$ cat src/rtl/pccsig_defs.vh
// pccsig_defs.vh: constants for the 16-bit card socket control block
// assumes inclusion by bare name from rtl files
`ifndef PCCSIG_DEFS_VH
`define PCCSIG_DEFS_VH
// ************
// access kinds
// ************
`define PCCSIG_KIND_MEM_RD 3'h0
`define PCCSIG_KIND_MEM_WR 3'h1
`define PCCSIG_KIND_IO_RD 3'h2
`define PCCSIG_KIND_IO_WR 3'h3
`define PCCSIG_KIND_DMA_RD 3'h4
`define PCCSIG_KIND_DMA_WR 3'h5
// ************
// timing, in clk cycles at 50 MHz
// ************
`define PCCSIG_SETUP_CYC 4'h2
// strobe must outlast the wait pin's synchroniser delay, or a late wait is missed
`define PCCSIG_STROBE_CYC 4'h7
`define PCCSIG_HOLD_CYC 4'h2
`define PCCSIG_CNT_W 4
// ************
// voltage sense decode
// ************
`define PCCSIG_VOLT_5V 2'h0
`define PCCSIG_VOLT_3V 2'h1
`define PCCSIG_VOLT_XV 2'h2
`define PCCSIG_VOLT_LOW 2'h3
`endif

$ cat src/rtl/pccsig_ctrl.v
// pccsig_ctrl.v: control-strobe sequencer for a 16-bit card socket
// assumes a host request port on clk; card pins are asynchronous
//
// How it works
// RQ1: memory read drives output enable low
// RQ2: output enable marks DMA write terminal count
// RQ3: card holds ready low while busy
// RQ4: card raises ready when free
// RQ5: ready line is interrupt unless memory-only
// RQ6: card pulls interrupt low to request service
// RQ7: attribute select high for common memory
// RQ8: attribute select steers to attribute or I/O
// RQ9: attribute select is DMA acknowledge with I/O strobe
// RQ10: card reset output forces hard reset
// RQ11: two sense lines give card voltage
// RQ12: wait stretches the active strobe phase
// RQ13: write enable clocks memory write data
// RQ14: write enable marks DMA read terminal count
// RQ15: card shows write-protect switch state
// RQ16: card flags sixteen-bit I/O port
// RQ17: write protect serves as DMA request
// RQ18: I/O read strobe, also card-to-host DMA
// RQ19: I/O write strobe, also host-to-card DMA
// RQ20: even and odd byte enables
// RQ21: active-low lines, idle outputs deasserted
`timescale 1ns/10ps
`include "pccsig_defs.vh"
module pccsig_ctrl #(
  parameter CW = `PCCSIG_CNT_W
) (
  input wire clk,
  input wire rst_n,
  input wire req,
  input wire [2:0] req_kind,
  input wire req_attr,
  input wire req_tc,
  input wire [1:0] req_bytes,
  input wire [15:0] req_wdata,
  output reg busy,
  output reg done,
  output reg [15:0] rdata,
  output reg rdata_wide,
  input wire memory_only_mode,
  input wire card_reset_req,
  output reg card_reset,
  output reg even_byte_enable_n,
  output reg odd_byte_enable_n,
  output reg output_enable_n,
  output reg write_enable_n,
  output reg io_read_strobe_n,
  output reg io_write_strobe_n,
  output reg attribute_select_n,
  output reg [15:0] data_out,
  output reg data_oe_n,
  input wire [15:0] data_in,
  input wire ready_irq_n,
  input wire wait_n,
  input wire wp_wide_n,
  input wire voltage_sense_a_in,
  input wire voltage_sense_b_in,
  output reg card_ready,
  output reg card_interrupt_request,
  output reg write_protected,
  output reg dma_request,
  output reg wide_port_indication,
  output reg [1:0] card_voltage
);
  // ************
  // sequencer states
  // ************
  localparam [1:0] ST_IDLE = 2'h0;
  localparam [1:0] ST_SETUP = 2'h1;
  localparam [1:0] ST_STROBE = 2'h2;
  localparam [1:0] ST_HOLD = 2'h3;

  // ************
  // pin synchronisers
  // ************
  wire [4:0] pins_sync;
  wire rdy_s;
  wire wait_s;
  wire wp_s;
  wire vsa_s;
  wire vsb_s;
  pccsig_sync #(.W(5), .INIT(5'h1f)) u_sync (
    .clk(clk),
    .rst_n(rst_n),
    .d({ready_irq_n, wait_n, wp_wide_n, voltage_sense_a_in, voltage_sense_b_in}),
    .q(pins_sync)
  );
  assign rdy_s = pins_sync[4];
  assign wait_s = pins_sync[3];
  assign wp_s = pins_sync[2];
  assign vsa_s = pins_sync[1];
  assign vsb_s = pins_sync[0];

  // sense pins grounded by the card read low; open reads high
  function [1:0] volt_decode;
    input a;
    input b;
    begin
      case ({a, b})
        2'b10: volt_decode = `PCCSIG_VOLT_3V;
        2'b01: volt_decode = `PCCSIG_VOLT_XV;
        2'b00: volt_decode = `PCCSIG_VOLT_LOW;
        default: volt_decode = `PCCSIG_VOLT_5V;
      endcase
    end
  endfunction

  // ************
  // status outputs
  // ************
  always @(posedge clk or negedge rst_n) begin
    if (!rst_n) begin
      card_ready <= 1'b0;
      card_interrupt_request <= 1'b0;
      write_protected <= 1'b0;
      dma_request <= 1'b0;
      wide_port_indication <= 1'b0;
      card_voltage <= `PCCSIG_VOLT_5V;
      card_reset <= 1'b1;
    end else begin
      card_ready <= memory_only_mode & rdy_s; // RQ5
      card_interrupt_request <= ~memory_only_mode & ~rdy_s; // RQ5
      write_protected <= memory_only_mode & wp_s;
      // dma request is asserted when the pin is driven low
      dma_request <= ~wp_s;
      wide_port_indication <= ~memory_only_mode & ~wp_s;
      card_voltage <= volt_decode(vsa_s, vsb_s); // RQ11
      card_reset <= card_reset_req; // RQ10
    end
  end

  // ************
  // access sequencer
  // ************
  reg [1:0] state;
  reg [CW-1:0] cnt;
  reg [2:0] kind;
  reg attr;
  reg tc;
  reg [1:0] bytes;
  reg [1:0] next_state;
  reg [CW-1:0] next_cnt;
  wire is_dma;
  wire is_rd;
  wire strobe_on;
  assign is_dma = (kind == `PCCSIG_KIND_DMA_RD) || (kind == `PCCSIG_KIND_DMA_WR);
  assign is_rd = (kind == `PCCSIG_KIND_MEM_RD) || (kind == `PCCSIG_KIND_IO_RD) ||
                 (kind == `PCCSIG_KIND_DMA_WR);
  assign strobe_on = (next_state == ST_STROBE);

  always @* begin
    next_state = state;
    next_cnt = cnt;
    case (state)
      ST_IDLE: begin
        if (req && !card_reset) begin
          next_state = ST_SETUP;
          next_cnt = `PCCSIG_SETUP_CYC;
        end
      end
      ST_SETUP: begin
        if (cnt == {CW{1'b0}} + 1'b1) begin
          next_state = ST_STROBE;
          next_cnt = `PCCSIG_STROBE_CYC;
        end else begin
          next_cnt = cnt - 1'b1;
        end
      end
      ST_STROBE: begin
        // the strobe phase cannot end while the synchronised wait_s is low
        if (cnt > {{(CW-1){1'b0}}, 1'b1}) begin
          next_cnt = cnt - 1'b1;
        end else if (wait_s) begin // RQ12
          next_state = ST_HOLD;
          next_cnt = `PCCSIG_HOLD_CYC;
        end
      end
      ST_HOLD: begin
        if (cnt == {{(CW-1){1'b0}}, 1'b1}) begin
          next_state = ST_IDLE;
        end else begin
          next_cnt = cnt - 1'b1;
        end
      end
      default: begin
        next_state = ST_IDLE;
      end
    endcase
  end

  always @(posedge clk or negedge rst_n) begin
    if (!rst_n) begin
      state <= ST_IDLE;
      cnt <= {CW{1'b0}};
      kind <= `PCCSIG_KIND_MEM_RD;
      attr <= 1'b0;
      tc <= 1'b0;
      bytes <= 2'h0;
      busy <= 1'b0;
      done <= 1'b0;
      rdata <= 16'h0000;
      rdata_wide <= 1'b0;
      data_out <= 16'h0000;
      data_oe_n <= 1'b1;
    end else begin
      state <= next_state;
      cnt <= next_cnt;
      done <= (state == ST_HOLD) && (next_state == ST_IDLE);
      busy <= (next_state != ST_IDLE);
      if (state == ST_IDLE && req && !card_reset) begin
        kind <= req_kind;
        attr <= req_attr;
        tc <= req_tc;
        bytes <= req_bytes;
        data_out <= req_wdata;
        data_oe_n <= (req_kind == `PCCSIG_KIND_MEM_RD) ||
                     (req_kind == `PCCSIG_KIND_IO_RD) ||
                     (req_kind == `PCCSIG_KIND_DMA_WR);
      end else if (next_state == ST_IDLE) begin
        data_oe_n <= 1'b1;
      end
      if (state == ST_STROBE && next_state == ST_HOLD && is_rd) begin
        rdata <= data_in;
        rdata_wide <= ~wp_s;
      end
    end
  end

  // ************
  // card strobes, all active low and idle high
  // ************
  always @(posedge clk or negedge rst_n) begin
    if (!rst_n) begin
      output_enable_n <= 1'b1; // RQ21
      write_enable_n <= 1'b1;
      io_read_strobe_n <= 1'b1;
      io_write_strobe_n <= 1'b1;
      attribute_select_n <= 1'b1;
      even_byte_enable_n <= 1'b1;
      odd_byte_enable_n <= 1'b1;
    end else if (state == ST_IDLE || next_state == ST_IDLE) begin
      // on the take edge kind, bytes and tc still hold the last access
      output_enable_n <= 1'b1; // RQ21
      write_enable_n <= 1'b1;
      io_read_strobe_n <= 1'b1;
      io_write_strobe_n <= 1'b1;
      attribute_select_n <= 1'b1;
      even_byte_enable_n <= 1'b1;
      odd_byte_enable_n <= 1'b1;
    end else begin
      even_byte_enable_n <= ~bytes[0]; // RQ20
      odd_byte_enable_n <= ~bytes[1]; // RQ20
      // io and dma cycles assert select; common memory keeps it high
      attribute_select_n <= ~(attr | is_dma | (kind == `PCCSIG_KIND_IO_RD) |
                              (kind == `PCCSIG_KIND_IO_WR)); // RQ7 RQ8 RQ9
      // terminal count rides the memory strobes over the whole dma cycle
      output_enable_n <= ~((strobe_on && kind == `PCCSIG_KIND_MEM_RD) ||
                           (tc && kind == `PCCSIG_KIND_DMA_WR)); // RQ1 RQ2
      write_enable_n <= ~((strobe_on && kind == `PCCSIG_KIND_MEM_WR) ||
                          (tc && kind == `PCCSIG_KIND_DMA_RD)); // RQ13 RQ14
      io_read_strobe_n <= ~(strobe_on && (kind == `PCCSIG_KIND_IO_RD ||
                                          kind == `PCCSIG_KIND_DMA_WR)); // RQ18 RQ9
      io_write_strobe_n <= ~(strobe_on && (kind == `PCCSIG_KIND_IO_WR ||
                                           kind == `PCCSIG_KIND_DMA_RD)); // RQ19 RQ9
    end
  end
endmodule

$ cat src/rtl/pccsig_sync.v
// pccsig_sync.v: three-stage input synchroniser with agreement filter
// assumes asynchronous card pins; output changes once stages two and three agree
`timescale 1ns/10ps
module pccsig_sync #(
  parameter W = 1,
  parameter [W-1:0] INIT = {W{1'b1}}
) (
  input wire clk,
  input wire rst_n,
  input wire [W-1:0] d,
  output reg [W-1:0] q
);
  reg [W-1:0] s1;
  reg [W-1:0] s2;
  reg [W-1:0] s3;
  genvar i;
  always @(posedge clk or negedge rst_n) begin
    if (!rst_n) begin
      s1 <= INIT;
      s2 <= INIT;
      s3 <= INIT;
    end else begin
      s1 <= d;
      s2 <= s1;
      s3 <= s2;
    end
  end
  generate
    for (i = 0; i < W; i = i + 1) begin : g_bit
      always @(posedge clk or negedge rst_n) begin
        if (!rst_n) begin
          q[i] <= INIT[i];
        end else if (s2[i] == s3[i]) begin
          q[i] <= s3[i];
        end
      end
    end
  endgenerate
endmodule
$ cat config.mk
export PLATFORM = sky130hd
export DESIGN_NAME = pccsig_ctrl
export DESIGN_NICKNAME = d
export VERILOG_FILES = /design/src/rtl/pccsig_ctrl.v /design/src/rtl/pccsig_sync.v
export VERILOG_INCLUDE_DIRS = /design/src /design/src/rtl
export SDC_FILE = /design/constraint.sdc
export NUM_CORES = 1
export LEC_CHECK = 0
export ABC_AREA = 1
export BUFFER_PORTS_ARGS = -buffer_cell sky130_fd_sc_hd__buf_2
export CAP_MARGIN = 20
export CORE_ASPECT_RATIO = 0.5
export CORE_MARGIN = 2
export CORE_UTILIZATION = 35
export CTS_CLUSTER_SIZE = 28
export DETAILED_ROUTE_END_ITERATION = 6
export HOLD_SLACK_MARGIN = 0.15
export RECOVER_POWER = 50
export SETUP_SLACK_MARGIN = 0.02
export SLEW_MARGIN = 25
export SYNTH_ARGS = -nofsm -noshare
export SYNTH_HDL_FRONTEND = slang
export SYNTH_SLANG_ARGS = --single-unit
$ cat constraint.sdc
create_clock -name clk -period 2.1 [get_ports clk]
set_input_delay 0.105 -clock clk [delete_from_list [all_inputs] [get_ports clk]]
set_output_delay 0.105 -clock clk [all_outputs]
set_load 0.03 [all_outputs]
==> results.json <==
{
  "internal-power_mw": 4.24,
  "comb_power_share_pct": 37.8,
  "crit_arrival_ns": 2.21,
  "route.detailed.drc": 0,
  "io_buffers": 99,
  "fin_crit_ns": 1.95,
  "antenna_cells": 0,
  "setup_tns_ns": 0,
  "synth_flop_cell": "dfrtp_1",
  "die_area_sq_mm": 0.0102,
  "clk_pin_slew_ns": 0.06,
  "synth-edff-count": 0,
  "rows": 24,
  "async_flop_share_pct": 100,
  "path_max_fanout": 4,
  "die_w_microns": 141,
  "cap_violations": 0,
  "slew_headroom_pct": 41.0,
  "grt_pass1_wl_microns": 11800,
  "wl_per_cell_microns": 11.7,
  "syn_avg_cell_area_sq_um": 10.0,
  "drt_iter0_drc": 146,
  "rsz0062_at_grt": "false",
  "n_fill_cell": 793,
  "critPathCaptureType": "flop",
  "cts_htree_levels": 3,
  "synth.distinct_cells": 26,
  "worstPathRequired_ns": 2.36,
  "grt_pass1_vias": 2564,
  "start_util_pct": 36.7,
  "vias": 2585,
  "max_freq_mhz": 514,
  "ios": 100,
  "drive_gt1_share_pct": 25.3,
  "hp-class": "in2reg",
  "critical_path_class": "reg2reg",
  "cts_buffers": 9,
  "nNetsFinal": 532,
  "ant_nets": 0,
  "cts_resized": 0,
  "clock_path_buffers": 2,
  "synth_seq_cells": 84,
  "power.leakage_nw": 2.37,
  "fp.coreArea_sq_mm": 0.00889,
  "insertion_delay_ns": 0.33,
  "place_congestion": 0.752,
  "grt_max_degree": 50,
  "power.density_mw_per_mm2": 1510,
  "status": "finished clean",
  "syn_area_sq_mm": 0.00327,
  "wl_microns": 7070,
  "first_pass_iters": 4,
  "root_buffer": "clkbuf_16",
  "grt_overflow_total": 0,
  "p_seq_share_pct": 36.3,
  "clkPwrFrac_pct": 25.9,
  "p_switching_mw": 2.86,
  "worst_pin_slew_ns": 0.885,
  "irDropWorstVdd_mv": 0.606,
  "setup_ws_ns": 0.153,
  "antenna_found_initial": 0,
  "period_share_pct": 92.7,
  "area_growth_pct": 43.8,
  "clkSinkCount": 84,
  "synthCells": 326,
  "post-place-ws_ns": 0.477,
  "cts_tree": "yes",
  "hold_viol_final": 0,
  "hpwl_microns": 4710,
  "finalSetupViolations": 0,
  "fin_skew_ns": 0.00604,
  "yosysSeqAreaShare_pct": 65.5,
  "grt.total_usage_pct": 14.8,
  "syn_nets": 377,
  "drv_slew": 0,
  "start_kind": "flop",
  "swShare_pct": 40.2,
  "via_per_inst": 4.29,
  "yosysWarnings": 0,
  "final_util_pct": 52.8,
  "die_h_microns": 72.3
}
[final timing paths]
kind | start | end | slack (ns) | cells after the start
max in group asynchronous | rst_n | rdata[10] | 0.44 | 3
setup reg to reg | cnt[1] | data_oe_n | 0.15 | 9
setup / recovery | cnt[1] | data_oe_n | 0.15 | 9
hold / removal | req | cnt[1] | 0.32 | 5
hold reg to reg | u_sync.s1[0] | u_sync.s2[0] | 0.36 | 0
min in group asynchronous | rst_n | data_out[14] | 0.42 | 2
[cell usage in the layout (no fill, tap or decap), drive strengths merged]
cell type and count:
xor2 1, buf 72, maj3 5, o21ai 9
or2 1, nand3 21, ha 2, clkinv 1
o211ai 1, clkbuf 41, nor2 14, dfrtp 55
dfstp 29, clkinvlp 1, dlygate4sd3 49, o21bai 1
inv 31, nand2 135, nand4 6, a21oi 8
bufinv 3
[cell families after synthesis]
group / Yosys count / share of synthesized area (%)
compound gates: 19 / 3.07
buf+inv: 38 / 5.21
simple gates: 177 / 23.7
xor+xnor: 1 / 0.268
fa+ha+maj: 7 / 2.30
flops: 84 / 65.5
[repair_timing]
item | in CTS | in global routing
setup buffers | 0 | 0
hold buffers | 49 | 0
endpoints found under the hold margin | 85 | 0
[per-layer routing]
layer  GRT usage (%)  wire [microns]
met1            20.1            3460
met2            23.0            3080
met3            4.09             412
met4            5.78             127
met5               0               0
[power groups by stage]
stage | logic [mW] | clock network [mW] | registers, mW
after floorplan | 1.10 | 0 | 3.40
after global placement | 2.65 | 0 | 2.60
after detailed placement | 2.69 | 0 | 2.58
after CTS | 2.77 | 1.89 | 2.57
after global routing | 2.98 | 1.95 | 2.66
final | 2.68 | 1.84 | 2.58
[critical path, cell delays in order (launching register included)]
cell	delay (ns)
dfrtp_1	0.38
inv_1	0.10
ha_1	0.17
nand2_1	0.09
inv_1	0.12
nand2_1	0.14
nand2_1	0.16
nor2_1	0.06
a21oi_1	0.12
dlygate4sd3_1	0.56
[cell usage after synthesis (all sizes together), types with 2 or more instances]
| library cell | number | area (sq um) |
|---|---|---|
| a21oi | 8 | 40.0 |
| maj3 | 5 | 50.1 |
| nor2 | 14 | 80.1 |
| o21ai | 9 | 45.0 |
| nand4 | 6 | 52.6 |
| buf | 7 | 48.8 |
| nand2 | 135 | 524 |
| nand3 | 21 | 110 |
| ha | 2 | 25.0 |
| dfstp | 29 | 762 |
| dfrtp | 55 | 1380 |
| inv | 30 | 113 |
[registers in the layout (all words and copies together), names as in the netlist, 2 cells and up]
signal / cells
bytes: 2
kind: 3
rdata: 16
data_out: 16
u_sync.s1: 5
u_sync.q: 5
u_sync.s2: 5
cnt: 4
card_voltage: 2
u_sync.s3: 5
state: 2
[per-stage QoR]
stage | cells | total power, mW | hold WS (ns) | area, sq um
6_report | 603 | 7.10 | 0.316 | 4700
5_1_grt | 603 | 7.59 | 0.342 | 4700
4_1_cts | 603 | 7.24 | 0.282 | 4750
3_5_place_dp | 538 | 5.28 | 0.0994 | 3900
2_1_floorplan | 326 | 4.50 | -0.191 | 3270
3_3_place_gp | 538 | 5.26 | 0.0968 | 3900
[area by class of cell]
class	instances	area (sq um)	share of cell area, %
clock buffers	11	253	5.38
repair buffers	151	973	20.7
clock inverters	5	106	2.26
flip-flops and latches	84	2140	45.5
well taps	117	146	3.12
inverters	31	121	2.58
multi-input cells	204	957	20.4
Power figures use the tool's default switching activity.
